--- src/rtl/ascp_pkg.sv ---
package ascp_pkg;
  localparam logic [7:0] ADDR_PORT_CFG   = 8'h00;
  localparam logic [7:0] ADDR_CHIP_ID    = 8'h01;
  localparam logic [7:0] ADDR_CHIP_GRADE = 8'h02;
  localparam logic [7:0] ADDR_INDEX      = 8'h05;
  localparam logic [7:0] ADDR_MODES      = 8'h08;
  localparam logic [7:0] ADDR_CLOCK      = 8'h09;
  localparam logic [7:0] ADDR_FUNC_LAST  = 8'h22;
  localparam logic [7:0] ADDR_TRANSFER   = 8'hff;
  localparam logic [7:0] RST_PORT_CFG    = 8'h18;
  localparam logic [7:0] RST_INDEX       = 8'h0f;
  localparam logic [7:0] RST_MODES       = 8'h00;
  localparam logic [7:0] RST_CLOCK       = 8'h01;
  localparam logic [7:0] RST_FUNC        = 8'h00;
  localparam logic [7:0] XFER_VALUE      = 8'h01;
  localparam logic [7:0] PCFG_FIXED_ONES = 8'h18;
  localparam int         PCFG_LSB_HI     = 6;
  localparam int         PCFG_LSB_LO     = 1;
  localparam int         PCFG_SRST_HI    = 5;
  localparam int         PCFG_SRST_LO    = 2;
  localparam int         CLOCK_DCS_BIT   = 0;
  localparam int         INSTR_BITS      = 16;
  localparam logic [7:0] CHIP_ID_VALUE   = 8'h5a; // arbitrary value
  localparam logic [7:0] CHIP_GRADE_VALUE = 8'h30; // arbitrary value
  typedef enum logic [1:0] {
    ASCP_IDLE  = 2'b00,
    ASCP_INSTR = 2'b01,
    ASCP_DATA  = 2'b10
  } ascp_state_t;
endpackage : ascp_pkg

--- src/rtl/ascp_sync.sv ---
`timescale 1ns/10ps
module ascp_sync (
  input  wire logic mclk_i,   // system clock
  input  wire logic resetn_i, // sync reset, active low
  input  wire logic async_i,  // pin level
  output logic      sync_o    // synchronised level
);
  logic meta;

  always_ff @(posedge mclk_i)
  begin
    if (!resetn_i)
    begin
      meta   <= 1'b1;
      sync_o <= 1'b1;
    end
    else
    begin
      meta   <= async_i;
      sync_o <= meta;
    end
  end
endmodule : ascp_sync

--- src/rtl/ascp_top.sv ---
// Functional notes
// - data pin is input during writes, driven only while returning read data
// - serial clock and chip select are inputs only, never driven
// - chip select high at power-up disables port; pins become strap inputs
// - writing 0x01 to 0xff copies shadow registers into active registers
// - reset loads every register with its default value
// - decode 0x00-0x02, 0x05 and 0xff, and 0x08-0x22
// - port config resets 0x18, mirrored order and soft-reset bits, fixed bits
// - clock register resets 0x01; stabiliser off only after clear plus transfer
// - frame starts at chip select low; 16-bit instruction; word length 1-3 or stream
// - chip select high mid-byte resets engine; streaming runs until chip select rises
// - msb first after reset, lsb first only when port config says so
`timescale 1ns/10ps
module ascp_top (
  input  wire logic        mclk_i,                        // 200 MHz clock
  input  wire logic        resetn_i,                      // sync reset, active low
  input  wire logic        chip_select_n_i,               // serial chip select pin
  input  wire logic        serial_clock_or_test_pattern_strap_i, // serial clock pin
  input  wire logic        serial_data_or_output_mode_strap_i,   // data pin input
  output logic             serial_data_or_output_mode_strap_o,   // data pin output
  output logic             serial_data_oe_n_o,            // data pin enable, low drives
  output logic             strap_mode_o,                  // port disabled, straps active
  output logic             test_pattern_strap_o,          // strap level of clock pin
  output logic             output_mode_strap_o,           // strap level of data pin
  output logic [7:0]       active_modes_o,                // active power mode register
  output logic             duty_cycle_stabilizer_o,       // active stabiliser enable
  output logic [7:0]       active_index_o                 // active channel index
);
  logic                    cs_n, sck, sdi, sck_q;
  logic [1:0]              strap_wait;
  logic                    rise, fall;
  ascp_pkg::ascp_state_t   state;
  logic [4:0]              bit_cnt;
  logic [15:0]             shift_in;
  logic                    rd, lsb_first, soft_reset;
  logic [1:0]              wlen;
  logic [7:0]              addr, byte_cnt, tx;
  logic [7:0]              shadow [8:34];
  logic [7:0]              active [8:34];
  logic [7:0]              shadow_index;
  logic                    byte_done, instr_done;

  // chip select and clock only ever sampled, never driven; data input sampled here, driven only for reads
  ascp_sync u_cs (.mclk_i(mclk_i), .resetn_i(resetn_i), .async_i(chip_select_n_i),
                  .sync_o(cs_n));
  ascp_sync u_ck (.mclk_i(mclk_i), .resetn_i(resetn_i),
                  .async_i(serial_clock_or_test_pattern_strap_i), .sync_o(sck));
  ascp_sync u_di (.mclk_i(mclk_i), .resetn_i(resetn_i),
                  .async_i(serial_data_or_output_mode_strap_i), .sync_o(sdi));

  function automatic logic in_map(input logic [7:0] a);
    in_map = (a <= ascp_pkg::ADDR_CHIP_GRADE) || (a == ascp_pkg::ADDR_INDEX) ||
             (a >= ascp_pkg::ADDR_MODES && a <= ascp_pkg::ADDR_FUNC_LAST) ||
             (a == ascp_pkg::ADDR_TRANSFER);
  endfunction : in_map

  function automatic logic [7:0] reset_value(input logic [7:0] a);
    if (a == ascp_pkg::ADDR_CLOCK)
      reset_value = ascp_pkg::RST_CLOCK;
    else if (a == ascp_pkg::ADDR_MODES)
      reset_value = ascp_pkg::RST_MODES;
    else
      reset_value = ascp_pkg::RST_FUNC;
  endfunction : reset_value

  always_ff @(posedge mclk_i)
  begin
    if (!resetn_i)
      sck_q <= 1'b0;
    else
      sck_q <= sck;
  end
  assign rise = sck && !sck_q && !cs_n && !strap_mode_o;
  assign fall = !sck && sck_q && !cs_n && !strap_mode_o;

  // strap mode sampled once after reset release and held until reset; strap levels follow the pins only in strap mode
  always_ff @(posedge mclk_i)
  begin
    if (!resetn_i)
    begin
      strap_wait           <= 2'd0;
      strap_mode_o         <= 1'b0;
      test_pattern_strap_o <= 1'b0;
      output_mode_strap_o  <= 1'b0;
    end
    else
    begin
      // the synchroniser shows its reset level for two edges; look past it
      if (strap_wait != 2'd3)
        strap_wait <= strap_wait + 2'd1;
      if (strap_wait == 2'd2)
        strap_mode_o <= cs_n;
      if (strap_mode_o)
      begin
        test_pattern_strap_o <= sck;
        output_mode_strap_o  <= sdi;
      end
    end
  end

  assign byte_done  = rise && (state == ascp_pkg::ASCP_DATA) && (bit_cnt == 5'd7);
  assign instr_done = rise && (state == ascp_pkg::ASCP_INSTR) &&
                      (bit_cnt == 5'(ascp_pkg::INSTR_BITS - 1));

  logic [15:0] next_instr;
  logic        bit_in;
  assign next_instr = {shift_in[14:0], sdi};
  assign bit_in     = sdi;

  always_ff @(posedge mclk_i)
  begin
    if (!resetn_i || cs_n || strap_mode_o)
    begin
      state    <= ascp_pkg::ASCP_IDLE;
      bit_cnt  <= 5'd0;
      shift_in <= 16'h0000;
      rd       <= 1'b0;
      wlen     <= 2'b00;
      addr     <= 8'h00;
      byte_cnt <= 8'h00;
    end
    else if (rise)
    begin
      unique case (state)
        ascp_pkg::ASCP_IDLE, ascp_pkg::ASCP_INSTR:
        begin
          state    <= ascp_pkg::ASCP_INSTR;
          shift_in <= next_instr;
          bit_cnt  <= instr_done ? 5'd0 : bit_cnt + 5'd1;
          if (instr_done)
          begin
            state <= ascp_pkg::ASCP_DATA;
            rd    <= next_instr[15];
            wlen  <= next_instr[14:13]; // word_length_bit1, word_length_bit0
            addr  <= next_instr[7:0];
          end
        end
        ascp_pkg::ASCP_DATA:
        begin
          // order follows port config: msb first by default
          shift_in <= lsb_first ? {8'h00, bit_in, shift_in[7:1]}
                                : {8'h00, shift_in[6:0], bit_in};
          bit_cnt  <= byte_done ? 5'd0 : bit_cnt + 5'd1;
          if (byte_done)
          begin
            byte_cnt <= byte_cnt + 8'd1;
            addr     <= lsb_first ? addr + 8'd1 : addr - 8'd1;
            // word length 11 streams until chip select rises
            if (wlen != 2'b11 && byte_cnt == {6'h00, wlen})
              state <= ascp_pkg::ASCP_IDLE;
          end
        end
        default:
          state <= ascp_pkg::ASCP_IDLE;
      endcase
    end
  end

  logic [7:0] wbyte;
  assign wbyte = lsb_first ? {bit_in, shift_in[7:1]} : {shift_in[6:0], bit_in};
  logic wr_stb;
  assign wr_stb = byte_done && !rd && in_map(addr);

  // port config: mirrored order and soft-reset bits, fixed ones and zeros
  always_ff @(posedge mclk_i)
  begin
    if (!resetn_i || soft_reset)
    begin
      lsb_first  <= 1'b0;
      soft_reset <= 1'b0;
    end
    else if (wr_stb && addr == ascp_pkg::ADDR_PORT_CFG)
    begin
      lsb_first  <= wbyte[ascp_pkg::PCFG_LSB_HI] | wbyte[ascp_pkg::PCFG_LSB_LO];
      soft_reset <= wbyte[ascp_pkg::PCFG_SRST_HI] | wbyte[ascp_pkg::PCFG_SRST_LO];
    end
  end

  logic xfer;
  assign xfer = wr_stb && addr == ascp_pkg::ADDR_TRANSFER && wbyte == ascp_pkg::XFER_VALUE;

  // shadow and active banks; transfer copies shadow to active
  genvar g;
  generate
    for (g = 8; g <= 34; g++)
    begin : g_reg
      always_ff @(posedge mclk_i)
      begin
        if (!resetn_i || soft_reset)
        begin
          shadow[g] <= reset_value(8'(g));
          active[g] <= reset_value(8'(g));
        end
        else
        begin
          if (wr_stb && addr == 8'(g))
            shadow[g] <= wbyte;
          if (xfer)
            active[g] <= shadow[g];
        end
      end
    end
  endgenerate

  always_ff @(posedge mclk_i)
  begin
    if (!resetn_i || soft_reset)
    begin
      shadow_index   <= ascp_pkg::RST_INDEX;
      active_index_o <= ascp_pkg::RST_INDEX;
    end
    else
    begin
      if (wr_stb && addr == ascp_pkg::ADDR_INDEX)
        shadow_index <= wbyte;
      if (xfer)
        active_index_o <= shadow_index;
    end
  end

  always_ff @(posedge mclk_i)
  begin
    if (!resetn_i || soft_reset)
    begin
      active_modes_o          <= ascp_pkg::RST_MODES;
      duty_cycle_stabilizer_o <= ascp_pkg::RST_CLOCK[ascp_pkg::CLOCK_DCS_BIT];
    end
    else
    begin
      active_modes_o          <= active[ascp_pkg::ADDR_MODES];
      duty_cycle_stabilizer_o <= active[ascp_pkg::ADDR_CLOCK][ascp_pkg::CLOCK_DCS_BIT];
    end
  end

  function automatic logic [7:0] read_reg(input logic [7:0] a);
    if (a == ascp_pkg::ADDR_PORT_CFG)
      read_reg = ascp_pkg::PCFG_FIXED_ONES | {1'b0, lsb_first, 4'h0, lsb_first, 1'b0};
    else if (a == ascp_pkg::ADDR_CHIP_ID)
      read_reg = ascp_pkg::CHIP_ID_VALUE;
    else if (a == ascp_pkg::ADDR_CHIP_GRADE)
      read_reg = ascp_pkg::CHIP_GRADE_VALUE;
    else if (a == ascp_pkg::ADDR_INDEX)
      read_reg = shadow_index;
    else if (a >= ascp_pkg::ADDR_MODES && a <= ascp_pkg::ADDR_FUNC_LAST)
      read_reg = shadow[a];
    else
      read_reg = 8'h00;
  endfunction : read_reg

  logic [7:0] rdata;
  assign rdata = read_reg(addr);

  // read data changes on the falling clock edge, sampled by the host on the rise
  always_ff @(posedge mclk_i)
  begin
    if (!resetn_i || cs_n || strap_mode_o)
    begin
      tx                                 <= 8'h00;
      serial_data_or_output_mode_strap_o <= 1'b0;
      serial_data_oe_n_o                 <= 1'b1;
    end
    else if (fall && rd && state == ascp_pkg::ASCP_DATA)
    begin
      serial_data_oe_n_o <= 1'b0;
      if (bit_cnt == 5'd0)
      begin
        tx <= lsb_first ? rdata >> 1 : rdata << 1;
        serial_data_or_output_mode_strap_o <= lsb_first ? rdata[0] : rdata[7];
      end
      else
      begin
        tx <= lsb_first ? tx >> 1 : tx << 1;
        serial_data_or_output_mode_strap_o <= lsb_first ? tx[0] : tx[7];
      end
    end
    else if (state != ascp_pkg::ASCP_DATA || !rd)
      serial_data_oe_n_o <= 1'b1;
  end
endmodule : ascp_top

--- config.mk ---
export PLATFORM = sky130hd
export DESIGN_NAME = ascp_top
export DESIGN_NICKNAME = d
export VERILOG_FILES = /design/src/rtl/ascp_pkg.sv /design/src/rtl/ascp_sync.sv /design/src/rtl/ascp_top.sv
export SDC_FILE = /design/constraint.sdc
export NUM_CORES = 1
export LEC_CHECK = 0
export ABC_AREA = 1
export CORE_MARGIN = 5
export CORE_UTILIZATION = 58
export CTS_BUF_LIST = sky130_fd_sc_hd__clkbuf_8 sky130_fd_sc_hd__clkbuf_16
export DETAILED_ROUTE_END_ITERATION = 10
export DONT_BUFFER_PORTS = 1
export PLACE_DENSITY = 0.88
export SYNTH_ARGS = -nofsm -noshare
export SYNTH_HDL_FRONTEND = slang
export SYNTH_SLANG_ARGS = --single-unit
--- constraint.sdc ---
create_clock -name mclk_i -period 2.93 [get_ports mclk_i]
set_input_delay 0.4395 -clock mclk_i [delete_from_list [all_inputs] [get_ports mclk_i]]
set_output_delay 0.4395 -clock mclk_i [all_outputs]
set_load 0.02 [all_outputs]
# After elaboration in Yosys (flattened, before gate mapping)
# Memory sizes are Yosys's and may differ from the RTL's. A register that Yosys moved wholly into a read port is not among the register bits.
# Cells that the tools add are included.
# classes
addsub	5
multipliers	0
div_mod_pow	0
magnitude_cmp	3
eq_ne	44
n_shift	0
muxes	169
bitwise	56
n_reduce_logical	71
# ops
operator	count
$mux W8	67
$eq A8 B5 Y1 const B	16
$mux W1	91
$eq A8 B4 Y1 const B	8
$or A1 B1 Y1	56
$logic_and A1 B1 Y1	47
$pmux W15 S2	1
$eq A8 B6 Y1 const B	3
$add A8 B1 Y8 const B	2
$eq A8 B1 Y1 const B	2
$pmux W8 S2	1
$mux W6	2
$mux W5	2
$ne A2 B2 Y1 const B	5
$pmux W5 S2	1
$reduce_and A3 Y1	3
$eq A8 B2 Y1	1
$eq A8 B2 Y1 const B	1
$eq A8 B3 Y1 const B	1
$eq A8 B8 Y1 const B	1
$ge A8 B4 Y1 const B	1
$le A8 B2 Y1 const B	1
$le A8 B6 Y1 const B	1
$logic_not A8 Y1	1
18 further kinds	33
# word_totals
regBits	81
latchBits	0
ram_bits	432
rom_bits	0
inputBits	5
out_inout_bits	22
elab_cells	375
memories	2
# memory_table
memory	depth	width	rd	rd_clocked_by_memory_dff	write_ports	line	rtl
active	27	8	2	2	27	ascp_top.sv:39	logic [7:0] active [8:34];
shadow	27	8	28	1	27	ascp_top.sv:38	logic [7:0] shadow [8:34];

# Logic depth before layout (Yosys ltp)
# Gate-level depths: netlist (run 1).
# logic_depth
ltp_word	14
depth_mapped	16
ltp_nobuf	15

# By module
# From an unflattened synthesis (run 1), not the netlist that was laid out.
# unflattened
hier_cells	1721
area_unflattened_um2	14926.8
# by_module_without_submodules
module	instances	cells_per_inst	area_each_um2	seq_area_each_um2
ascp_top	1	1703	14761.7	8558.2
ascp_sync	3	6	55.1	40.0

# Worst setup path before layout (run 1)
# Ideal clock, no wire load.
# synth_path
path_kind	register to register
startpoint	reg addr[1]
endpoint	mem shadow[24][0], enable pin
setup_ns	0.384
arrival_time_ns	2.373
required_time_ns	2.546
slack_ns	0.173
stages_incl_launch_ff	12
n_path_buf	0
period_less_slack_ns	2.757
path_cell_list	dfxtp_1 > ha_1 > inv_1 > nor2_2 > inv_1 > nor2_1 > nand3_1 > nand4_2 > nand3_4 > nor2_4 > inv_1 > o21ai_0
# synth_lines
element	line	rtl
from (decl)	ascp_top.sv:37	logic [7:0] addr, byte_cnt, tx;
from (signal assigned)	ascp_top.sv:135	addr <= next_instr[7:0];
from (signal assigned)	ascp_top.sv:147	addr <= lsb_first ? addr + 8'd1 : addr - 8'd1;
to (decl)	ascp_top.sv:38	

==> key figures, run 1 <==
Global route
  – Vias in the first global route: 11.8k
  – Remaining Overflow, GRT: 0
  – Pin count of the biggest net entering global routing: 98
  – Overall Global Routing Usage: 26.7%
  – First-pass GRT wire length: 61.7 mm
  – Initial antenna violation count: 0

Timing
  – Worst hold-check slack: 0.0543 ns
  – Worst slew slack as a fraction of its limit: 42.7%
  – Crit share post-route: 95.7%
  – Highest attainable clock frequency: 357 MHz
  – Final Skew: 0.0262 ns
  – Worst Max-Slew Pin Slew: approximately 0.86 ns
  – # setup viols final: 0
  – Number of hold violations in the final report: 0
  – Final period demand of the worst path: 2.80 ns
  – Post-route setup slack: 0.127 ns
  – Setup repair after global routing missed its margin: no
  – Setup TNS: 0 ns
  – Number of slew-limit violations in the final report: 0

Synth
  – Synthesis-stage register bit count: ~320
  – Number of unique standard cell types used by synthesis: 40
  – XOR/XNOR Fraction of Synth Area: less than 1%
  – Total nets after synthesis: 1,718
  – Syn_area_per_cell: 8.75 um^2
  – Synth warn: 0
  – Syn Std Cell Area: between 10,000 and 15,000 um^2
  – Fraction of the yosys area taken by sequential cells: 58.3%
  – Fraction of the mapped netlist area in compound gates: a little under 8%
  – Area share of fa/ha/maj cells after synthesis: 0.924%
  – Dominant combinational cell family by area after synthesis: simple AND/OR/NAND/NOR gates
  – Synthesized-area fraction occupied by and/or/nand/nor cells: about a quarter
  – Syn Inst Count: ~1.7k
  – Mux share of post-synthesis cell area: 0%

Placed design
  – Post-Place Worst Slack: 0.103 ns
  – Dpl hpwl: 25.0 mm
  – Routability Congestion: 0.934
  – Port Buffers: 0

Flow run
  – Max Cap Violations: 0

Outcome
  – Result of the run: finished clean

Layout
  – Fill cell instance count of the final layout: ~1.9k
  – Final design utilization: 65.6%
  – Area growth from synthesis to final layout: 11.2%
  – Sequential Area: 8680 um^2
  – Fraction of final layout cells with drive strength greater than 1: 10.2%
  – Multi-input combinational cell area: 5360 um^2
  – ANT cells: 0
  – Net count reported at finish: 1,723

Clocking
  – CTS root buf: sky130_fd_sc_hd__clkbuf_16
  – Clk buf depth: 3
  – TritonCTS clock tree: built
  – Number of sinks driven by the clock tree: 321
  – Clock edge transition at the registers on the reported setup and hold paths: 0.06 ns
  – Number of buffers created by CTS: 34
  – Max H-tree Level: 2
  – Insertion delay to the later sink of the worst-skew pair: 0.51 ns

Die
  – Placeable core region: 25,300 um^2
  – Die Span Y: 170 um
  – # IOs: 27
  – Initial cell density of the core: 59.0%
  – Core Rows: 58
  – Die area: 29,000 um^2
  – Die extent in x: 170 um

Routing
  – DR WL/cell: around 19 um
  – DRC violation count after routing: 0
  – Initial drt markers: 1,647
  – Per-cell via count in the routed design: roughly 6.0
  – Initial DRT Pass Iterations: 6
  – Vias after detailed routing: 12.3k
  – Remaining number of nets flagged by the antenna check after routing: 0
  – Post-detailed-routing wire length: 38.5 mm

Power and ir drop
  – Maximum ir drop on the vdd rail: 0.000534 V
  – Total power per unit cell area: 566 nW/um^2
  – Leakage power: 6.27 nW
  – Total power: 0.00938 W

Worst setup path
  – Data required, critical path: 3.17 ns
  – Worst setup path class: flip-flop to flip-flop
  – Critical path fanouts, max: 10
  – Worst Setup Start Kind: flip-flop
  – Data arrival at the endpoint of the critical path: roughly 3 ns
  – Element type at the critical path end: flip-flop

Min path
  – Hold Crit Class: primary input to flip-flop
[layout by cell type (no fill, tap or decap), drive strengths merged, types with 3 or more instances in the layout]
| cell type | Yosys | final |
|---|---|---|
| nand2 | 337 | 337 |
| nor2 | 333 | 333 |
| edfxtp | 225 | 225 |
| nand3 | 191 | 191 |
| inv | 137 | 152 |
| o21ai | 101 | 101 |
| dfxtp | 96 | 96 |
| a21oi | 74 | 74 |
| buf | 11 | 63 |
| clkbuf | 83 | 40 |
| or2 | 18 | 18 |
| nand4 | 16 | 16 |
| nor3 | 15 | 15 |
| a31oi | 11 | 11 |
| ha | 11 | 11 |
| o211ai | 10 | 10 |
| clkinv | 3 | 7 |
| a211oi | 6 | 6 |
| nor4 | 4 | 4 |
| o31ai | 4 | 4 |
| xnor2 | 4 | 4 |
| o22a | 4 | 4 |
| a22oi | 3 | 3 |
[worst paths after layout]
| path | cells past startpoint | slack [ns] | start | end |
|---|---|---|---|---|
| setup / recovery | 11 | 0.13 | addr[3] | shadow[15][5] |
| hold / removal | 1 | 0.05 | chip_select_n_i | u_cs.meta |
| setup reg to reg | 11 | 0.13 | addr[3] | shadow[15][5] |
| hold reg to reg | 1 | 0.41 | u_di.meta | u_di.sync_o |
[kinds of logic after synthesis]
logic type	after synthesis
AOI/OAI and AO/OA	216
xor gates and xnor gates	5
DFF	321
adders and majority gates	11
buffers and inverters	234
and+or+nand+nor	915
[layer usage]
layer	GRT usage [%]	up-vias	share of wire, %
met5	0	-	0
met4	10.6	0	4.0
met3	4.69	137	11
met2	44.4	767	48
met1	35.1	5716	37
li1	-	5680	-
[synth_stat cells (all sizes together)]
master | instances | area [um^2]
buf | 11 | 55.1
nand4 | 16 | 125
nand3 | 191 | 1040
dfxtp | 96 | 1920
inv | 137 | 514
clkinv | 3 | 11.3
o22a | 4 | 35.0
o22ai | 1 | 6.26
edfxtp | 225 | 6760
o31ai | 4 | 30.0
nor2 | 333 | 1300
nor3 | 15 | 75.1
xnor2 | 4 | 35.0
o21bai | 1 | 7.51
ha | 11 | 138
a21oi | 74 | 370
a22oi | 3 | 22.5
a221oi | 1 | 8.76
o211ai | 10 | 75.1
or2 | 18 | 113
a31oi | 11 | 68.8
nand2 | 337 | 1270
xor2 | 1 | 8.76
clkbuf | 83 | 312
nor4 | 4 | 25.0
a211oi | 6 | 45.0
o21ai | 101 | 509
nor3b | 1 | 7.51
[critical path, stage by stage (launching register included)]
cell and delay [ns]:
sky130_fd_sc_hd__dfxtp_1 0.60, sky130_fd_sc_hd__inv_1 0.14, sky130_fd_sc_hd__nand2_2 0.14, sky130_fd_sc_hd__nor2_1 0.08, sky130_fd_sc_hd__o21bai_1 0.21, sky130_fd_sc_hd__nand2_1 0.11
sky130_fd_sc_hd__o21ai_2 0.18, sky130_fd_sc_hd__nand4_2 0.27, sky130_fd_sc_hd__nand4_1 0.30, sky130_fd_sc_hd__inv_1 0.12, sky130_fd_sc_hd__nand3_1 0.30, sky130_fd_sc_hd__nor2_1 0.09
[final cells by class]
type                            count  share of cell area [%]
Timing Repair Buffer               63                    3.08
Sequential cell                   321                    52.4
Clock inverter                     21                   0.733
Clock buffer                       40                    5.70
Tap cell                          330                    2.49
Multi-Input combinational cell   1147                    32.4
Inverter                          140                    3.17
[state kept, by name, indices dropped and copies added, names as in the netlist, 2 cells and up, named ones only]
signal / cells
active_modes_o: 8
active: 9
addr: 8
shadow_index: 8
bit_cnt: 5
active_index_o: 8
shift_in: 15
state: 2
wlen: 2
shadow: 216
byte_cnt: 8
strap_wait: 2
tx: 8
[power breakdown]
group / switching (W) / total [W] / internal [W]
Sequential: 0.0000622 / 0.00504 / 0.00497
Combinational: 0.000186 / 0.000268 / 0.0000819
Clock: 0.00170 / 0.00408 / 0.00238
Total: 0.00195 / 0.00938 / 0.00744
[repair_timing]
action | CTS | global route
buffers inserted | 0 | 2
pin swaps | 0 | 1
resized for setup | 1 | 3
setup endpoints to repair | 4 | 112
hold buffers | 0 | 0
[metrics by stage]
stage	area (um^2)	cells
2_1_floorplan	14900	1702
3_3_place_gp	15500	1999
3_5_place_dp	15500	1999
4_1_cts	16500	2060
5_1_grt	16600	2062
6_report	16600	2062
Power figures use the tool's default switching activity.
==> run 2, diff against run 1 <==
Settings changed: CORE_UTILIZATION 58 to 60.
Clock period 2.93 ns to 2.8 ns, I/O delays scaled along.
==> run 2 against run 1 <==
Net effect:
- highest routed layer unchanged
- global-route usage is 0.59 points higher
- count of clock-buffer cells in the layout down 2
- setup slack better by 0.035 ns
- wire length is 0.91% higher
- fmax rose by 6.2%
- clock power grew 1%
- flip-flop and latch count did not move
- largest cell class unchanged
- core utilization grew 2.6 points
==> key figures, run 2 (synthesis gave the netlist of run 1 again) <==
Routing
  – DR WL met2: 18.4 mm (-0.57%)
  – Initial drt markers: 1,977 (+20%)
  – DRC violation count after routing: 0 (unchanged)
  – Highest metal layer with signal wires: met4
  – Post-detailed-routing wire length: 38.8 mm (+0.91%)
  – Met1 layer wirelength in the final routing: 14.0 mm (-1.3%)
  – Remaining number of nets flagged by the antenna check after routing: 0 (unchanged)
  – DR WL/cell: 18.8 um (+0.47%)
  – Total length of routed met3 wires: 4.48 mm (+6.5%)
  – Per-cell via count in the routed design: 6.01 (+0.73%)
  – Initial DRT Pass Iterations: 6 (unchanged)
  – Vias after detailed routing: 12.4k (+1.2%)

Clocking
  – Max H-tree Level: 2 (unchanged)
  – Clk buf depth: 3 (unchanged)
  – Insertion delay to the later sink of the worst-skew pair: 0.52 ns (about the same)
  – Number of buffers created by CTS: 34 (unchanged)
  – Clock edge transition at the registers on the reported setup and hold paths: 0.06 ns (about the same)
  – CTS root buf: sky130_fd_sc_hd__clkbuf_16
  – Total setup buffers inserted after CTS: 0 (unchanged)
  – Number of sinks driven by the clock tree: 321 (unchanged)
  – TritonCTS clock tree: built

Layout
  – Most flop-heavy register: shadow
  – Fill cell instance count of the final layout: 1,727 (-7.5%)
  – Area growth from synthesis to final layout: 11.7%
  – Commonest non-fill, non-tap cell in the layout: sky130_fd_sc_hd__nand2_1
  – Largest registers: shadow (216), shift_in (15), active (9)
  – Final instance area: 16,600 um^2 (+0.40%)
  – Fraction of final layout cells with drive strength greater than 1: 10.8% (+0.66 points)
  – Number of flip-flops under the largest register name: 216 (unchanged)
  – ANT cells: 0 (unchanged)
  – Net count reported at finish: 1,738 (+0.87%)
  – Most frequent cells in the layout: sky130_fd_sc_hd__nand2_1 (333), sky130_fd_sc_hd__nor2_1 (324), sky130_fd_sc_hd__edfxtp_1 (225)

Worst setup path
  – Data arrival at the endpoint of the critical path: 2.82 ns (-0.23 ns)
  – Most frequent cell on the critical path: sky130_fd_sc_hd__nand2_1
  – Element type at the critical path end: flip-flop
  – Critical path fanouts, max: 8 (-2)
  – Data required, critical path: 2.99 ns (-0.18 ns)
  – Critical path cell sequence: ha_1 -> inv_1 -> nor2_2 -> inv_1 -> nor2_1 -> nand3_1 -> nand4_2 -> nand2_1 -> buf_4 -> nor2_4 -> nand2_1 -> nand2_1
  – Largest stage delay, worst path: 0.42 ns (-0.18 ns)
  – Worst setup path class: flip-flop to flip-flop
  – Slowest cell on the critical path: sky130_fd_sc_hd__dfxtp_1
  – Worst Setup Start Kind: flip-flop

Min path
  – Hold Crit Class: primary input to flip-flop

Power and ir drop
  – Total net switching power: 0.00207 W (+6.3%)
  – Internal Pwr Total: 0.00763 W (+2.6%)
  – Leakage power: 6.31 nW (+0.67%)
  – Comb power frac: 3.0% (about the same)
  – Total power per unit cell area: 583 nW/um^2 (+2.9%)
  – Part of the power in registers: 54.3% (+0.6 points)
  – Fraction of power spent switching nets: 21.3% (+0.60 points)
  – Maximum ir drop on the vdd rail: 0.000499 V (-6.6%)
  – Fraction of power consumed by the clock network: 42.7% (-0.7 points)

Outcome
  – Result of the run: finished clean

Global route
  – First-pass GRT wire length: 61.9 mm (+0.30%)
  – Initial antenna violation count: 0 (unchanged)
  – Vias in the first global route: 12.0k (+1.7%)
  – Remaining Overflow, GRT: 0 (unchanged)
  – Pin count of the biggest net entering global routing: 98 (unchanged)
  – Overall Global Routing Usage: 27.3% (+0.59 points)

Die
  – # IOs: 27 (unchanged)
  – Die area: 28,100 um^2 (-3.1%)
  – Die extent in x: 168 um (-1.6%)
  – Placeable core region: 24,400 um^2 (-3.4%)
  – Die Span Y: 168 um (-1.6%)
  – Initial cell density of the core: 61.0% (+2.1 points)
  – Core Rows: 57 (-1.7%)

Timing
  – Worst slew slack as a fraction of its limit: 44.5% (+1.8 points)
  – Worst Max-Slew Pin Slew: 0.825 ns (-0.0331 ns)
  – Number of hold violations in the final report: 0 (unchanged)
  – Setup TNS: 0 ns (unchanged)
  – Final period demand of the worst path: 2.64 ns (-0.165 ns)
  – Number of slew-limit violations in the final report: 0 (unchanged)
  – Final Skew: 0.0132 ns (-0.0130 ns)
  – Highest attainable clock frequency: 379 MHz (+6.2%)
  – Setup repair after global routing missed its margin: no
  – Crit share post-route: 94.2% (-1.4 points)
  – # setup viols final: 0 (unchanged)

Placed design
  – Dpl hpwl: 25.0 mm (about the same)
  – Port Buffers: 0 (unchanged)
  – Routability Congestion: 0.966 (+3.5%)
  – Area after detailed placement: 15,600 um^2 (+0.68%)

Flow run
  – Max Cap Violations: 0 (unchanged)
## run 2: changes by cell type in the layout (fill, tap and decap cells not counted), sizes merged
cell,delta
bufinv,-1
inv,-4
buf,+13
clkbuf,-2
dlygate4sd3,+2
clkinv,+7
## run 2: what timing repair did
item,in CTS,in global routing
hold buffers,2,0
resized for setup,0,3
endpoints found under the hold margin,2,0
endpoints found under the setup margin,0,32
## run 2: routing by layer
metal | track usage [%] | vias up
li1 | - | 5710
met1 | 34.2 | 5781
met2 | 45.4 | 791
met3 | 6.11 | 162
met4 | 12.7 | 0
met5 | 0 | -
## run 2: layout make-up
class                           count  area, um^2  share of cell area, %
Inverter                          140         526                   3.16
Multi-Input combinational cell   1147        5360                   32.2
Timing Repair Buffer               78         628                   3.78
Tap cell                          324         405                   2.44
Clock buffer                       38         906                   5.45
Sequential cell                   321        8680                   52.2
Clock inverter                     23         124                  0.745
## run 2: through the flow
| step | cells | total power, W | util (%) | hold WS (ns) | setup slack [ns] |
|---|---|---|---|---|---|
| after CTS | 2071 | 0.00971 | 68.2 | 0.00234 | 0.0535 |
| after detailed placement | 2008 | 0.00565 | 63.9 | 0.400 | 0.121 |
| after global routing | 2071 | 0.00998 | 68.2 | 0.00632 | 0.0354 |
| after floorplan | 1702 | 0.00553 | - | 0.393 | 0.0426 |
| after global placement | 2008 | 0.00562 | 63.9 | 0.401 | 0.224 |
| final | 2071 | 0.00970 | 68.2 | 0.0129 | 0.161 |
## run 2: worst paths after layout
check,endpoint,slack (ns),cells past startpoint,from
setup / recovery,shadow[12][7],0.16,12,addr[0]
hold / removal,sck_q,0.01,2,resetn_i
setup reg to reg,shadow[12][7],0.16,12,addr[0]
hold reg to reg,u_ck.sync_o,0.41,1,u_ck.meta
## run 2: power groups by stage
stage                     Sequential [W]  Combinational, W  Clock (W)
after floorplan                  0.00535          0.000180          0
after global placement           0.00536          0.000269          0
after detailed placement         0.00536          0.000281          0
after CTS                        0.00526          0.000287    0.00415
after global routing             0.00528          0.000321    0.00438
final                            0.00526          0.000291    0.00414
## run 2: critical path, delay by kind of cell, from the launching register on
| kind | cells | cell delay, ns |
|---|---|---|
| fa+ha+maj | 1 | 0.24 |
| buf+inv | 3 | 0.34 |
| simple gates | 8 | 1.31 |
| flops | 1 | 0.42 |
